[config.mk]
export PLATFORM = sky130hd
export DESIGN_NAME = fantm_top
export DESIGN_NICKNAME = d
export VERILOG_FILES = /design/src/hw/fantm_pkg.sv /design/src/hw/fantm_top.sv
export VERILOG_INCLUDE_DIRS = /design/src /design/src/hw
export SDC_FILE = /design/constraint.sdc
export NUM_CORES = 1
export LEC_CHECK = 0
export ABC_AREA = 0
export BUFFER_PORTS_ARGS = -buffer_cell sky130_fd_sc_hd__buf_2
export CAP_MARGIN = 25
export CORE_MARGIN = 8
export CORE_UTILIZATION = 38
export DETAILED_ROUTE_END_ITERATION = 16
export GPL_TIMING_DRIVEN = 0
export HOLD_SLACK_MARGIN = 0.1
export PLACE_DENSITY_LB_ADDON = 0.12
export SYNTH_ARGS = -nofsm -noshare
export SYNTH_HDL_FRONTEND = slang
export SYNTH_SLANG_ARGS = --single-unit
[constraint.sdc]
create_clock -name pclk -period 4.05 [get_ports pclk]
set_input_delay 0.81 -clock pclk [delete_from_list [all_inputs] [get_ports pclk]]
set_output_delay 0.81 -clock pclk [all_outputs]
set_load 0.03 [all_outputs]
[src/hw/fantm_cfg.svh]
// register map, field positions, reset values and timing counts
`ifndef FANTM_CFG_SVH
`define FANTM_CFG_SVH
`define FANTM_IDX_CFG1    8'h00
`define FANTM_IDX_CFG2    8'h01
`define FANTM_IDX_STAT1   8'h02
`define FANTM_IDX_STAT2   8'h03
`define FANTM_IDX_FTEST   8'h07
`define FANTM_IDX_SPD1    8'h08
`define FANTM_IDX_SPD2    8'h09
`define FANTM_IDX_LIM1    8'h10
`define FANTM_IDX_LIM2    8'h11
`define FANTM_IDX_CHAR1   8'h20
`define FANTM_IDX_CHAR2   8'h21
`define FANTM_IDX_SPDSET  8'h22
`define FANTM_IDX_FILT    8'h23
`define FANTM_IDX_LTMR    8'h24
`define FANTM_IDX_R1TMR   8'h25
`define FANTM_IDX_R2TMR   8'h26
`define FANTM_IDX_DEVID   8'h3D
`define FANTM_IDX_MAKID   8'h3E
`define FANTM_IDX_BEHREV  8'h3F
`define FANTM_IDX_DUTY    8'h40
`define FANTM_RST_CFG1    8'h90
`define FANTM_RST_CFG2    8'h7F
`define FANTM_RST_CHAR    8'h5D
`define FANTM_RST_SPDSET  8'h55
`define FANTM_RST_FILT    8'h50
`define FANTM_RST_LTMR    8'h41
`define FANTM_RST_RTMR    8'h61
`define FANTM_RST_LIM     8'hFF
`define FANTM_RST_DUTY    8'h80
`define FANTM_RST_BEH     8'h00
`define FANTM_BIT_MON     0
`define FANTM_BIT_INV     3
`define FANTM_BIT_FFEN    4
`define FANTM_BIT_MEAS1   2
`define FANTM_BIT_MEAS2   3
`define FANTM_BIT_FAIL1   1
`define FANTM_BIT_FAIL2   2
`define FANTM_BIT_RNG_HI  7
`define FANTM_BIT_RNG_LO  6
`define FANTM_FAIL_RUN    3'h5
`define FANTM_CLK_HZ      125000000
`define FANTM_REF_HZ      11250
`define FANTM_REF_DIV     (`FANTM_CLK_HZ / `FANTM_REF_HZ)
`define FANTM_SPIN_MS     2000
`define FANTM_SPIN_CYC    (`FANTM_CLK_HZ / 1000 * `FANTM_SPIN_MS)
`endif

[src/hw/fantm_pkg.sv]
// types shared by the fan tach measurement block
package fantm_pkg;
    typedef enum logic [3:0] {
        FANTM_IDLE = 4'b0001,
        FANTM_ARM  = 4'b0010,
        FANTM_CNT  = 4'b0100,
        FANTM_DONE = 4'b1000
    } fantm_state_e;
    typedef struct packed {
        logic [7:0] paddr;
        logic       pwrite;
        logic [7:0] pwdata;
    } fantm_req_s;
endpackage

[src/hw/fantm_top.sv]
// two-channel fan tach period measurement and fan-failure logic
// Summary of operation
// - period measured by gating 11.25 kHz into counter
// - pwm base rising edge rearms measurement when enabled
// - count from second to fourth tach edge
// - measurements repeat, each stored per fan
// - characteristics bits 7:6 divide reference by 1, 2, 4 or 8
// - invert bit makes pin high at full duty
// - fault pin active-low open-drain, enable bit
// - fault asserts after five consecutive failures
// - failure only when reading exceeds limit
// - failure sets status bit and interrupt
// - status read clears interrupt output
// - each failure forces spin-up drive, high with invert bit set, low with it clear
// - measurement continues after fault asserts
// - recovery negates fault, restores normal drive
// - behavior register: revision low, bit 7 enable
// - read-only part and maker identification codes
// - monitor bit enables measurement, clear at reset
`include "fantm_cfg.svh"
module fantm_top
    import fantm_pkg::*;
#(
    parameter int         SPIN_CYC = `FANTM_SPIN_CYC,
    parameter int         REF_DIV_CYC = `FANTM_REF_DIV,
    parameter logic [7:0] PART_ID  = 8'hA5, // arbitrary value
    parameter logic [7:0] MAKER_ID = 8'h5A, // arbitrary value
    parameter logic [3:0] REVISION = 4'h1
)(
    // clock and reset
    input  wire logic        pclk,
    input  wire logic        presetn,
    input  wire logic        clk_en,
    // apb slave
    input  wire logic        psel,
    input  wire logic        penable,
    input  wire logic        pwrite,
    input  wire logic [31:0] paddr,
    input  wire logic [31:0] pwdata,
    output logic      [31:0] prdata,
    output logic             pready,
    output logic             pslverr,
    // fan pins
    input  wire logic [1:0]  tach_sense_in,
    output logic      [1:0]  fan_drive_out,
    output logic             fan_fault_o,
    output logic             fan_fault_oe_n,
    output logic             int_o
);
    localparam int         DIV_W  = 14;
    localparam logic [DIV_W-1:0] REF_DIV = DIV_W'(REF_DIV_CYC - 1);
    localparam int         SPIN_W = $clog2(SPIN_CYC + 1);

    function automatic logic [7:0] range_mask(input logic [1:0] sel);
        range_mask = (8'h01 << sel) - 8'h01;
    endfunction

    // registers
    logic [7:0] cfg1_ff, cfg2_ff, spdset_ff, filt_ff, duty_ff, beh_ff;
    logic [7:0] ltmr_ff, r1tmr_ff, r2tmr_ff;
    logic [7:0] char_ff [2];
    logic [7:0] lim_ff  [2];
    logic [7:0] spd_ff  [2];
    logic [7:0] stat1_ff;
    logic [31:0] prdata_ff;
    logic        pready_ff, pslverr_ff, int_ff;
    logic [1:0]  drive_ff;
    logic        fault_ff;

    // apb decode
    fantm_req_s req;
    assign req = '{paddr: paddr[9:2], pwrite: pwrite, pwdata: pwdata[7:0]};
    wire        bus_go   = psel & penable & ~pready_ff;
    wire        wr_go    = bus_go & req.pwrite;
    wire        rd_go    = bus_go & ~req.pwrite;
    wire        addr_ok  = (paddr[1:0] == 2'h0) && (paddr[31:10] == 22'h0);
    wire [7:0]  idx      = req.paddr;
    wire        stat_rd  = rd_go & addr_ok & (idx == `FANTM_IDX_STAT1);

    // reference tick: pclk divided to 11.25 kHz
    logic [DIV_W-1:0] div_ff;
    logic [7:0]       pre_ff;
    wire              ref_tick = (div_ff == REF_DIV);
    always_ff @(posedge pclk or negedge presetn)
    begin
        if (!presetn)
        begin
            div_ff <= '0;
            pre_ff <= '0;
        end
        else if (clk_en)
        begin
            div_ff <= ref_tick ? '0 : div_ff + 1'b1;
            if (ref_tick)
                pre_ff <= pre_ff + 8'h01;
        end
    end

    // synchronised tach inputs
    logic [1:0] tach_s1_ff, tach_s2_ff, tach_d_ff;
    always_ff @(posedge pclk or negedge presetn)
    begin
        if (!presetn)
        begin
            tach_s1_ff <= '0;
            tach_s2_ff <= '0;
            tach_d_ff  <= '0;
        end
        else if (clk_en)
        begin
            tach_s1_ff <= tach_sense_in;
            tach_s2_ff <= tach_s1_ff;
            tach_d_ff  <= tach_s2_ff;
        end
    end
    wire [1:0] tach_rise = tach_s2_ff & ~tach_d_ff;

    // pwm base: free 8-bit ramp at the reference rate
    wire       pwm_raw  = (pre_ff < duty_ff) || (duty_ff == 8'hFF);
    logic      pwm_d_ff;
    wire       pwm_rise = pwm_raw & ~pwm_d_ff;
    wire       monitor  = cfg1_ff[`FANTM_BIT_MON];
    wire [1:0] meas_en  = {cfg2_ff[`FANTM_BIT_MEAS2],
                           cfg2_ff[`FANTM_BIT_MEAS1]};

    // per-channel measurement
    fantm_state_e    st_ff   [2];
    logic [1:0]      edge_ff [2];
    logic [7:0]      cnt_ff  [2];
    logic [2:0]      run_ff  [2];
    logic [SPIN_W-1:0] spin_ff [2];
    logic [1:0]      fail_ev;
    logic [1:0]      fault_ch;

    for (genvar c = 0; c < 2; c++)
    begin : g_ch
        wire [1:0] rsel  = char_ff[c][`FANTM_BIT_RNG_HI:`FANTM_BIT_RNG_LO];
        wire cnt_tick    = ref_tick &
                           ((pre_ff & range_mask(rsel)) == 8'h00);
        wire active      = monitor & meas_en[c];
        wire sat         = (cnt_ff[c] == 8'hFF);
        wire stop        = (tach_rise[c] && edge_ff[c] == 2'h1) || sat;
        wire done        = (st_ff[c] == FANTM_CNT) && stop;
        wire [7:0] fin   = (cnt_tick && !sat && !tach_rise[c]) ?
                           cnt_ff[c] + 8'h01 : cnt_ff[c];
        assign fail_ev[c]  = done && (fin > lim_ff[c]);
        assign fault_ch[c] = (run_ff[c] == `FANTM_FAIL_RUN);
        always_ff @(posedge pclk or negedge presetn)
        begin
            if (!presetn)
            begin
                st_ff[c]   <= FANTM_IDLE;
                edge_ff[c] <= '0;
                cnt_ff[c]  <= '0;
                spd_ff[c]  <= '0;
                run_ff[c]  <= '0;
                spin_ff[c] <= '0;
            end
            else if (clk_en)
            begin
                if (spin_ff[c] != '0)
                    spin_ff[c] <= spin_ff[c] - 1'b1;
                if (fail_ev[c])
                    spin_ff[c] <= SPIN_W'(SPIN_CYC);
                unique case (st_ff[c])
                FANTM_IDLE:
                    if (active)
                    begin
                        st_ff[c]   <= FANTM_ARM;
                        edge_ff[c] <= '0;
                        cnt_ff[c]  <= '0;
                    end
                FANTM_ARM:
                    if (!active)
                        st_ff[c] <= FANTM_IDLE;
                    else if (tach_rise[c])
                    begin
                        edge_ff[c] <= edge_ff[c] + 2'h1;
                        if (edge_ff[c] == 2'h1)
                        begin
                            st_ff[c]   <= FANTM_CNT;
                            edge_ff[c] <= '0;
                        end
                    end
                FANTM_CNT:
                    if (!active)
                        st_ff[c] <= FANTM_IDLE;
                    else
                    begin
                        cnt_ff[c] <= fin;
                        if (tach_rise[c])
                            edge_ff[c] <= edge_ff[c] + 2'h1;
                        if (done)
                        begin
                            spd_ff[c] <= fin;
                            st_ff[c]  <= FANTM_DONE;
                            if (fail_ev[c])
                                run_ff[c] <= fault_ch[c] ? run_ff[c] :
                                             run_ff[c] + 3'h1;
                            else
                                run_ff[c] <= '0;
                        end
                    end
                FANTM_DONE:
                begin
                    // rearm at once so readings keep flowing
                    st_ff[c]   <= active ? FANTM_ARM : FANTM_IDLE;
                    edge_ff[c] <= '0;
                    cnt_ff[c]  <= '0;
                end
            endcase
                if (active && pwm_rise)
                begin
                    st_ff[c]   <= FANTM_ARM;
                    edge_ff[c] <= '0;
                    cnt_ff[c]  <= '0;
                end
            end
        end
    end

    // register file
    wire [7:0] stat_set = {5'h0, fail_ev[1], fail_ev[0], 1'b0};
    always_ff @(posedge pclk or negedge presetn)
    begin
        if (!presetn)
        begin
            cfg1_ff    <= `FANTM_RST_CFG1;
            cfg2_ff    <= `FANTM_RST_CFG2;
            char_ff[0] <= `FANTM_RST_CHAR;
            char_ff[1] <= `FANTM_RST_CHAR;
            lim_ff[0]  <= `FANTM_RST_LIM;
            lim_ff[1]  <= `FANTM_RST_LIM;
            spdset_ff  <= `FANTM_RST_SPDSET;
            filt_ff    <= `FANTM_RST_FILT;
            ltmr_ff    <= `FANTM_RST_LTMR;
            r1tmr_ff   <= `FANTM_RST_RTMR;
            r2tmr_ff   <= `FANTM_RST_RTMR;
            duty_ff    <= `FANTM_RST_DUTY;
            beh_ff     <= `FANTM_RST_BEH;
            stat1_ff   <= '0;
            int_ff     <= 1'b0;
        end
        else if (clk_en)
        begin
            if (wr_go && addr_ok)
            begin
                unique case (idx)
                `FANTM_IDX_CFG1:   cfg1_ff    <= req.pwdata;
                `FANTM_IDX_CFG2:   cfg2_ff    <= req.pwdata;
                `FANTM_IDX_CHAR1:  char_ff[0] <= req.pwdata;
                `FANTM_IDX_CHAR2:  char_ff[1] <= req.pwdata;
                `FANTM_IDX_LIM1:   lim_ff[0]  <= req.pwdata;
                `FANTM_IDX_LIM2:   lim_ff[1]  <= req.pwdata;
                `FANTM_IDX_SPDSET: spdset_ff  <= req.pwdata;
                `FANTM_IDX_FILT:   filt_ff    <= req.pwdata;
                `FANTM_IDX_LTMR:   ltmr_ff    <= req.pwdata;
                `FANTM_IDX_R1TMR:  r1tmr_ff   <= req.pwdata;
                `FANTM_IDX_R2TMR:  r2tmr_ff   <= req.pwdata;
                `FANTM_IDX_DUTY:   duty_ff    <= req.pwdata;
                `FANTM_IDX_BEHREV: beh_ff     <= {req.pwdata[7], 7'h0};
                default:           ;
                endcase
            end
            // new failure wins over read-to-clear
            stat1_ff <= (stat_rd ? 8'h00 : stat1_ff) | stat_set;
            int_ff   <= (stat_rd ? 1'b0 : int_ff) | (|fail_ev);
        end
    end

    // read mux
    logic [7:0] rd_val;
    logic       rd_hit;
    always_comb
    begin
        rd_hit = 1'b1;
        unique case (idx)
        `FANTM_IDX_CFG1:   rd_val = cfg1_ff;
        `FANTM_IDX_CFG2:   rd_val = cfg2_ff;
        `FANTM_IDX_STAT1:  rd_val = stat1_ff;
        `FANTM_IDX_STAT2:  rd_val = 8'h00;
        `FANTM_IDX_SPD1:   rd_val = spd_ff[0];
        `FANTM_IDX_SPD2:   rd_val = spd_ff[1];
        `FANTM_IDX_LIM1:   rd_val = lim_ff[0];
        `FANTM_IDX_LIM2:   rd_val = lim_ff[1];
        `FANTM_IDX_CHAR1:  rd_val = char_ff[0];
        `FANTM_IDX_CHAR2:  rd_val = char_ff[1];
        `FANTM_IDX_SPDSET: rd_val = spdset_ff;
        `FANTM_IDX_FILT:   rd_val = filt_ff;
        `FANTM_IDX_LTMR:   rd_val = ltmr_ff;
        `FANTM_IDX_R1TMR:  rd_val = r1tmr_ff;
        `FANTM_IDX_R2TMR:  rd_val = r2tmr_ff;
        `FANTM_IDX_DUTY:   rd_val = duty_ff;
        `FANTM_IDX_DEVID:  rd_val = PART_ID;
        `FANTM_IDX_MAKID:  rd_val = MAKER_ID;
        `FANTM_IDX_BEHREV: rd_val = {beh_ff[7], 3'h0, REVISION};
        default:
        begin
            rd_val = 8'h00;
            rd_hit = 1'b0;
        end
        endcase
    end
    wire rd_ok = rd_hit & addr_ok;

    // one wait state: answer at second access edge
    always_ff @(posedge pclk or negedge presetn)
    begin
        if (!presetn)
        begin
            pready_ff  <= 1'b0;
            pslverr_ff <= 1'b0;
            prdata_ff  <= '0;
        end
        else if (clk_en)
        begin
            pready_ff  <= bus_go;
            pslverr_ff <= bus_go & ~(rd_ok | (req.pwrite & addr_ok));
            prdata_ff  <= rd_go ? {24'h0, rd_ok ? rd_val : 8'h00} : '0;
        end
    end

    // drive and fault pins
    always_ff @(posedge pclk or negedge presetn)
    begin
        if (!presetn)
        begin
            pwm_d_ff <= 1'b0;
            drive_ff <= '0;
            fault_ff <= 1'b0;
        end
        else if (clk_en)
        begin
            pwm_d_ff <= pwm_raw;
            for (int c = 0; c < 2; c++)
                // spin-up overrides duty; invert bit set makes full duty read high, clear makes it low
                drive_ff[c] <= ((spin_ff[c] != '0) | pwm_raw)
                               ^ ~cfg1_ff[`FANTM_BIT_INV];
            fault_ff <= cfg1_ff[`FANTM_BIT_FFEN] & (|fault_ch);
        end
    end

    assign prdata         = prdata_ff;
    assign pready         = pready_ff;
    assign pslverr        = pslverr_ff;
    assign int_o          = int_ff;
    assign fan_drive_out  = drive_ff;
    assign fan_fault_o    = 1'b0;
    assign fan_fault_oe_n = ~fault_ff;

    a_ready_once: assert property (@(posedge pclk) disable iff (!presetn)
        pready |=> !pready) else $error("pready held two cycles");
    a_int_clear_rd: assert property (@(posedge pclk) disable iff (!presetn)
        (clk_en && stat_rd && !(|fail_ev)) |=> !int_o)
        else $error("interrupt not cleared by status read");
    a_fail_sets_int: assert property (@(posedge pclk) disable iff (!presetn)
        (clk_en && |fail_ev) |=> int_o && (stat1_ff[2:1] != 2'h0))
        else $error("failure did not raise interrupt");
    a_fault_needs_five: assert property (@(posedge pclk)
        disable iff (!presetn)
        $fell(fan_fault_oe_n) |->
        ($past(run_ff[0]) == 3'h5 || $past(run_ff[1]) == 3'h5))
        else $error("fault pin without five failures");
    a_fault_gated: assert property (@(posedge pclk) disable iff (!presetn)
        (clk_en && !cfg1_ff[4]) |=> fan_fault_oe_n)
        else $error("fault driven while disabled");
    a_cnt_saturate: assert property (@(posedge pclk) disable iff (!presetn)
        (clk_en && cnt_ff[0] == 8'hFF && st_ff[0] == FANTM_CNT)
        |=> cnt_ff[0] == 8'hFF)
        else $error("counter wrapped");
    a_limit_equal: assert property (@(posedge pclk) disable iff (!presetn)
        (clk_en && fail_ev[0]) |=> spd_ff[0] > $past(lim_ff[0]))
        else $error("failure at reading equal to limit");
    a_spin_load: assert property (@(posedge pclk) disable iff (!presetn)
        (clk_en && fail_ev[1]) |=> spin_ff[1] != '0)
        else $error("no spin-up after failure");
    a_idle_off: assert property (@(posedge pclk) disable iff (!presetn)
        (clk_en && !monitor && st_ff[0] == FANTM_CNT) |=>
        st_ff[0] == FANTM_IDLE)
        else $error("measurement ran while monitor off");
    c_fail: cover property (@(posedge pclk) fail_ev[0]);
    c_fault: cover property (@(posedge pclk) !fan_fault_oe_n);
    c_store: cover property (@(posedge pclk) st_ff[1] == FANTM_DONE);
endmodule

After elaboration in Yosys (flattened, before gate mapping)
Cells that the tools add are included.
- register bits after elaboration: 278
- word-level logic and storage cells: 259
- $add $sub $neg: 12
- magnitude comparators: 3
- equal/unequal tests: 52
- shift-type cells: 2
- muxes and demuxes: 59
- bitwise gates (word level): 32
- reduce and logical (&&, ||, !) cells: 61
- operators with widths (kind ; number):
    8-bit case mux with 18 select lines ; 1
    28-bit two-way mux ; 4
    8-bit two-way mux ; 11
    8-bit by 6-bit == test with 1-bit output (second input constant) ; 10
    4-bit two-way mux ; 14
    28-bit nonzero test ; 2
    28-bit by 1-bit subtractor with 28-bit output (second input constant) ; 2
    8-bit case mux with 3 select lines ; 2
    3-bit AND reduction ; 13
    2-bit two-way mux ; 16
    4-bit case mux with 4 select lines ; 2
    8-bit by 1-bit adder with 8-bit output (second input constant) ; 3
    8-bit == test (second input constant) ; 3
    8-bit logical NOT ; 3
    22-bit logical NOT ; 1
    5-bit AND reduction ; 4
    19-bit OR reduction ; 1
    3-bit != test (second input constant) ; 6
    8-bit bitwise AND ; 2
    8-bit by 2-bit == test with 1-bit output (second input constant) ; 2
    8-bit by 4-bit == test with 1-bit output (second input constant) ; 2
    8-bit by 5-bit == test with 1-bit output (second input constant) ; 2
    8-bit greater-than comparator ; 2
    4-bit != test (second input constant) ; 4
    39 further kinds ; 109

Depth between registers and ports, before layout
Gate-level depths: netlist of the first run.
- depth in word-level cells: 12
- gate-level depth with buffers: 18
- depth with buffers taken out: 17

Worst setup path before layout of the first run
OpenSTA, ideal clock, no wires.
- path kind: reg2reg
- start point: register div_ff[0]
- end point: register spin_ff[49] in the netlist's numbering
- arrival time: 3.726 ns
- required time: 3.919 ns
- setup slack: 0.193 ns
- cell stages (with the launch flop): 18
- path buffers: 2
- clock period less this slack: 3.857 ns
- path through: dfrtp_1 > inv_1 > ha_1 > nand4b_1 > or4_1 > buf_2 > nor3b_4 > nand4_1 > xnor2_1 > ha_1 > a211o_1 > a21oi_1 > a31oi_1 > and2_1 > clkbuf_1 > o211ai_1 > nor4_1 > or3_1
- longest elaborated chain between the ends: 9
- elaborated cells between the ends (all ways): 10
- those cells by class: order compare (1); eq/ne (1); mux (2); bitwise (1); reduce/logical (5)
- RTL lines (item ; line ; RTL):
    start: declaration ; fantm_top.sv:81 ; logic [DIV_W-1:0] div_ff;
    start signal: assignment ; fantm_top.sv:93 ; div_ff <= ref_tick ? '0 : div_ff + 1'b1;
    14-bit == test (*) ; fantm_top.sv:83 ; wire ref_tick = (div_ff == REF_DIV);
    1-bit bitwise AND (*) ; fantm_top.sv:138 ; wire cnt_tick = ref_tick &
    1-bit logical AND (*) (2 in series) ; fantm_top.sv:144 ; wire [7:0] fin = (cnt_tick && !sat && !tach_rise[c]) ?
    8-bit two-way mux (*) ; fantm_top.sv:144 ;
    named net g_ch[0].fin[4] ; fantm_top.sv:144 ;
    8-bit greater-than comparator (*) ; fantm_top.sv:146 ; assign fail_ev[c] = done && (fin > lim_ff[c]);
    1-bit logical AND (*) ; fantm_top.sv:146 ;
    2-bit nonzero test (no source line) ; - ;
    2-bit AND reduction (no source line) ; - ;
    end signal: indexed assignment ; fantm_top.sv:162 ; spin_ff[c] <= spin_ff[c] - 1'b1;
    end signal: indexed assignment ; fantm_top.sv:164 ; spin_ff[c] <= SPIN_W'(SPIN_CYC);
    end: declaration ; fantm_top.sv:131 ; logic [SPIN_W-1:0] spin_ff [2];
The timed path passes the listed nets; every way through them passes the cells marked *.
A chain may end at the register's enable or synchronous reset.

Worst setup path in the final report of the first run
Ends and elaborated chain as after synthesis.

==> impl_metrics.yaml, run 1 <==
routing:
  detail_route.first_pass.iterations: 5
  post_drt_via_cell_ratio: 5.45
  detail_route.wirelength_um: 39700
  drcViolationCount: 0
  number_of_nets_with_antenna_violations_after_detailed_routing: 0
  detail_route.wl_per_cell_um: 19.6
  via_count: 11000
  drtIter0Drc: 593
floorplanning:
  io_pins: 111
  die_w_um: 206
  fp.dieH_um: 206
  core_area_um2: 35700
  floorplan.rows: 69
  die_area_um2: 42600
  start_util_pct: 38.6
cts:
  clk_root_buffer_cell: "clkbuf_16"
  clkLatencyLatePin_ps: 560
  path_clk_slew_ps: 60
  clock_tree.buffer_depth: 3
  cts_made_buffers: 31
  htree_num_levels: 1
  tritoncts: "built"
  tritoncts_num_sinks: 248
  holdBufCountCts: 0
placement:
  gp_routability_congestion: 0.896
  dp.final_hpwl_um: 28600
  count_of_input_and_output_buffers: 59
  pre_cts_ws_ps: -1360
timing:
  worst_clock_skew_ps: 12.3
  final_min_period_over_clock_period_pct: 99.2
  rsz0062_at_grt: "true"
  slew-limit-headroom_pct: 38.4
  fmaxAchievable_mhz: 249
  worstMarginPinSlew_ps: 916
  timing_hold_violations_final: 0
  setup_slack_after_layout_ps: 31.5
  layout_min_cycle_time_ps: 4020
  setup_viol: 0
  slew_viol_final: 0
critical_path:
  worst-endpoint-arrival_ps: 4460
  slack_of_the_worst_reg_to_reg_path_ps: 30
  critical_path_peak_fanout: 6
  cp_slowest_cell: "or4_4"
  worst_r2r_startpoint: "div_ff[0]$_DFFE_PN0P_"
  crit_path_required_time_ps: 4490
  worst_path_largest_cell_delay_ps: 670
  endpoint_kind: "flip-flop"
  reg2regPathDepth: 15
  capture_point_of_the_worst_reg_to_reg_path: "spin_ff[49]$_DFFE_PN0P_"
  worst-setup-path-type: "reg -> reg"
  cp.buffers_inverters: 1
  cp-startpoint: "div_ff[0]$_DFFE_PN0P_"
  critical-path-top-delay-family: "simple AND/OR/NAND/NOR gates"
  crit_path_cells: "inv_2 > ha_1 > nand4b_1 > or4_4 > nor3b_4 > nand4_1 > xnor2_2 > ha_2 > a211o_1 > a21oi_4 > a31oi_4 > and2_4 > o211ai_1 > nor4_1 > or3_1"
  timing.critical_path.from_type: "flip-flop"
hold_path:
  min_delay_path_class: "in -> async"
synth:
  postSynthAreaPerCell_um2: 9.93
  number_of_enable_flip_flop_cells_after_synthesis: 0
  ys.flop_type: "dfrtp_1"
  netlist_area_um2: 13800
  synthesis.instances: 1387
  synthesis.yosys.warnings: 0
  number_of_synthesized_register_bits: 248
  ys_seq_area_share_pct: 45.5
  ys_async_sr_fraction_pct: 100
  ys_types: 78
layout:
  fin_nets: 1649
  num_antenna_cells: 0
  final.fill_count: 3441
  layout-area-overhead-vs-synth_pct: 19.2
  multi_input_area_um2: 7260
  layout-drive-gt1-share_pct: 25.9
  final-seq-area_um2: 6270
global_routing:
  wire_length_of_the_first_global_routing_pass_um: 62700
  antenna_violations_before_repair: 0
  tot_gr_track_use_pct: 18.7
  vias_in_the_first_global_route: 10900
  overflow: 0
  pin_count_of_the_biggest_net_entering_global_routing: 95
power:
  worst_ir_drop_vdd_mv: 0.319
  leakage_nw: 7.40
  post-layout-total-power_mw: 6.38
  cellPowerDensity_nw_per_um2: 388
flow_run:
  maxCapViolCount: 0
outcome:
  run_status: "finished clean"
-- per-layer routing --
layer  vias to the layer above  wire length, um  track usage (%)
met5                         -                0                0
met4                         0              799             4.03
met3                        52             2270             3.15
met2                       264            18100             29.8
met1                      5468            18600             26.3
li1                       5246                -                -
-- layout by cell type, fill, tap and decap left out, types with 6 or more instances in the layout --
cell	count
a2111oi_0	6
a211oi_1	10
a21o_1	13
a21oi_1	51
a22oi_1	11
a31oi_1	13
and2_1	7
and3_1	11
buf_2	62
buf_4	56
clkbuf_1	62
clkbuf_16	33
conb_1	25
dfrtp_1	195
dfstp_2	52
ha_1	38
inv_1	54
mux2_2	108
mux2i_1	27
nand2_1	124
nand2b_1	18
nand3_1	39
nand4_1	27
nor2_1	93
nor2b_1	8
nor3_1	39
nor3b_1	6
nor4_1	19
o211ai_1	9
o21ai_0	68
o22ai_1	14
or2_2	7
or3_1	27
or4_1	14
xnor2_1	42
xor2_1	20
-- how the worst max path moves through the flow --
stage | end | slack, ps | depth (start not counted)
2_1_floorplan | spin_ff[49]$_DFFE_PN0P_ | 190 | 17
3_3_place_gp | spin_ff[23]$_DFFE_PN0P_ | -2630 | 1
3_5_place_dp | spin_ff[26]$_DFFE_PN0P_ | -1360 | 17
4_1_cts | spin_ff[45]$_DFFE_PN0P_ | 0.3 | 15
5_1_grt | spin_ff[47]$_DFFE_PN0P_ | -120 | 16
6_report | spin_ff[49]$_DFFE_PN0P_ | 30 | 15
-- cells in the mapped netlist, types with 13 or more instances --
library cell,number,area (um^2)
o21ai_0,74,370
dfstp_2,52,1370
a21oi_1,57,285
or4_1,15,113
or3_1,28,175
xnor2_1,44,385
nor4_1,20,125
nand3_1,41,205
xor2_1,23,201
dfrtp_1,196,4900
buf_4,25,188
clkbuf_1,56,210
a21o_1,13,97.6
ha_1,41,513
inv_1,55,206
a31oi_1,16,100
nand2_1,124,465
nor2_1,95,357
nand4_1,27,169
nor3_1,41,205
mux2i_1,27,270
o22ai_1,15,93.8
mux2_2,109,1230
nand2b_1,19,119
-- cell type report --
cell class / count / share of cell area, %
inverter: 55 / 1.26
clock buffer: 46 / 5.32
sequential: 248 / 38.2
tap: 461 / 3.51
buffer: 87 / 2.83
multi-input combinational: 1018 / 44.2
timing repair buffer: 95 / 3.90
clock inverter: 12 / 0.762
-- what timing repair did --
action	CTS	global route
pin swaps	18	28
setup buffers	20	11
gates cloned	0	1
gates resized for setup	47	34
setup endpoints to repair	63	60
-- state kept, by name, summed over array words and instances (netlist names), 6 cells and up --
signal     cells
pre_ff         8
cfg2_ff        8
r1tmr_ff       8
st_ff          8
r2tmr_ff       8
filt_ff        8
div_ff        14
char_ff       16
cfg1_ff        8
ltmr_ff        8
spdset_ff      8
spin_ff       56
prdata         8
lim_ff        16
cnt_ff        16
duty_ff        8
spd_ff        16
run_ff         6
-- worst reg2reg max path, delay by kind of cell (launching register included) --
family	cells	cell delay [ps]
and+or+nand+nor	7	1910
xor gates and xnor gates	1	240
DFF	1	390
buffers and inverters	1	70
AOI/OAI and AO/OA	4	950
adders and majority gates	2	360
-- per-stage QoR --
step / hold slack (ps) / setup TNS, ps / util (%) / cells / cell area [um^2]
after floorplan: 444 / 0 / - / 1411 / 13900
after global placement: 467 / -603390 / 41.3 / 1931 / 14700
after detailed placement: 472 / -43970 / 41.6 / 1935 / 14800
after CTS: 201 / 0 / 45.4 / 2011 / 16200
after global routing: 228 / -1220 / 46.0 / 2022 / 16400
final: 205 / 0 / 46.0 / 2022 / 16400
-- logic make-up (layout without fill, tap and decap cells) --
family	Yosys count	in the layout	synth area share (%)
adders and majority gates	41	41	3.72
AOI/OAI and AO/OA	259	259	11.9
DFF	248	248	45.5
other	1	25	0.0272
muxes	139	139	11.4
and+or+nand+nor	487	487	18.5
buffers and inverters	145	295	4.73
xor gates and xnor gates	67	67	4.26
-- where the power goes --
part           internal, mW  total (mW)  switching (mW)
clock                  1.62        2.73            1.11
sequential             2.63        2.76           0.127
combinational         0.346       0.888           0.543
total                  4.60        6.38            1.78
Power figures use the tool's default switching activity.
==> run 2, diff against run 1 <==
- GPL_TIMING_DRIVEN: 0 -> unset
==> impl_metrics.yaml, run 2 (same netlist as run 1, synthesis figures left out) <==
outcome:
  run_status: "finished clean"
timing:
  timing_hold_violations_final: 0
  layout_min_cycle_time_ps: 3960
  final_min_period_over_clock_period_pct: 97.8
  final.hold.worst_slack_ps: 206
  slew_viol_final: 0
  final.setup.tns_ps: 0
  fmaxAchievable_mhz: 252
  setup_slack_after_layout_ps: 88.1
  worstMarginPinSlew_ps: 1000
  worst_clock_skew_ps: 26.7
  setup_viol: 0
  rsz0062_at_grt: "true"
  slew-limit-headroom_pct: 32.9
floorplanning:
  fp.dieH_um: 206
  io_pins: 111
  start_util_pct: 38.6
  die_area_um2: 42600
  core_area_um2: 35700
  die_w_um: 206
  floorplan.rows: 69
cts:
  clk_root_buffer_cell: "clkbuf_16"
  holdBufCountCts: 0
  clock_tree.buffer_depth: 3
  tritoncts_num_sinks: 248
  cts_made_buffers: 30
  clkLatencyLatePin_ps: 580
  path_clk_slew_ps: 60
  htree_num_levels: 1
  tritoncts: "built"
flow_run:
  maxCapViolCount: 0
critical_path:
  endpoint_kind: "flip-flop"
  crit_path_required_time_ps: 4510
  timing.critical_path.from_type: "flip-flop"
  critical_path_peak_fanout: 6
  worst-setup-path-type: "reg -> reg"
  worst-endpoint-arrival_ps: 4420
hold_path:
  min_delay_path_class: "in -> async"
placement:
  dp.final_hpwl_um: 26700
  placed_cell_area_um2: 14800
  pre_cts_ws_ps: -171
  gp_routability_congestion: 0.869
  numPlacedInstances: 1908
  count_of_input_and_output_buffers: 61
routing:
  detail_route.wl_per_cell_um: 19.0
  via_count: 10700
  detail_route.first_pass.iterations: 5
  number_of_nets_with_antenna_violations_after_detailed_routing: 0
  drtIter0Drc: 648
  drcViolationCount: 0
  post_drt_via_cell_ratio: 5.43
  detail_route.wirelength_um: 37600
layout:
  most-common-layout-cells: "dfrtp_1 (196), nand2_1 (123), mux2_2 (108), nor2_1 (94), o21ai_0 (70)"
  layout-area-overhead-vs-synth_pct: 17.8
  multi_input_area_um2: 7170
  fin_nets: 1605
  final-seq-area_um2: 6270
  num_antenna_cells: 0
  most_common_cell_after_layout_fill_and_taps_aside: "dfrtp_1"
  final.fill_count: 3377
  largest_register_ff_count: 56
  finalInstanceArea_um2: 16200
  layout.cells.non_filler: 1977
  layout-drive-gt1-share_pct: 27.0
  finish.utilization_pct: 45.5
  max_flop_register: "spin_ff"
global_routing:
  wire_length_of_the_first_global_routing_pass_um: 59400
  vias_in_the_first_global_route: 10500
  overflow: 0
  pin_count_of_the_biggest_net_entering_global_routing: 86
  tot_gr_track_use_pct: 17.5
  antenna_violations_before_repair: 0
power:
  internal-power_mw: 4.62
  seq_power_share_pct: 44.0
  post-layout-total-power_mw: 6.37
  power.switching_mw: 1.75
  leakage_nw: 7.42
  power.share.combinational_pct: 12.7
  power.clock.fraction_pct: 43.3
  worst_ir_drop_vdd_mv: 0.366
  cellPowerDensity_nw_per_um2: 393
  netSwitchingFraction_pct: 27.4
## run 2: cell count changes in the layout (fill, tap and decap cells not counted), moves of 3 or more
cell / before / now
buf_4: 56 / 69
buf_12: 0 / 5
clkbuf_1: 62 / 8
buf_1: 3 / 0
xnor2_1: 42 / 39
xnor2_2: 2 / 5
## run 2: routing by layer
layer | track usage [%] | share of wire (%)
met1 | 24.8 | 48
met2 | 27.8 | 45
met3 | 2.87 | 5.0
met4 | 4.21 | 2.1
met5 | 0 | 0
## run 2: repair_timing
item	CTS	global route
gates resized for setup	2	44
pin swaps	2	15
setup endpoints to repair	4	61
setup buffers	1	12
gates cloned	0	2
## run 2: path summary, 6_finish.rpt
check                                              from                        end  slack (ps)  depth (start not counted)
worst max-delay path             div_ff[12]$_DFFE_PN0P_    spin_ff[49]$_DFFE_PN0P_          90                         15
worst min-delay path                            presetn      cnt_ff[6]$_DFFE_PN0P_         210                          1
worst max register to register   div_ff[12]$_DFFE_PN0P_    spin_ff[49]$_DFFE_PN0P_          90                         15
worst min register to register  stat1_ff[2]$_DFFE_PN0P_    stat1_ff[2]$_DFFE_PN0P_         490                          2
max in group asynchronous                       presetn       st_ff[0]$_DFFE_PN1P_        2930                          2
min in group pclk                      tach_sense_in[1]  tach_s1_ff[1]$_DFFE_PN0P_         480                          2
## run 2: layout make-up
class	count	area share [%]
inverters	55	1.27
clock inverters	13	1.05
well taps	461	3.56
flip-flops and latches	248	38.7
repair buffers	138	6.05
multi-input cells	1019	44.2
clock buffers	43	5.24
## run 2: power by group through the flow
stage	combinational, mW	sequential, mW	clock, mW
floorplan	0.598	2.78	0
global placement	0.789	2.83	0
detailed placement	0.799	2.84	0
CTS	0.801	2.80	2.85
global route	0.917	2.83	2.94
finish	0.812	2.80	2.76
## run 2: worst max-delay path, stage by stage, from the launching register on
cell and delay [ps]:
dfrtp_1 380, or3b_4 430, or4_4 540, buf_6 160, nor3_4 210, nand3_2 140, xnor2_2 250, ha_1 280
a211o_1 300, a21oi_4 190, a31oi_4 130, and2_4 170, o211ai_1 180, buf_4 160, nor4_1 40, or3_1 300
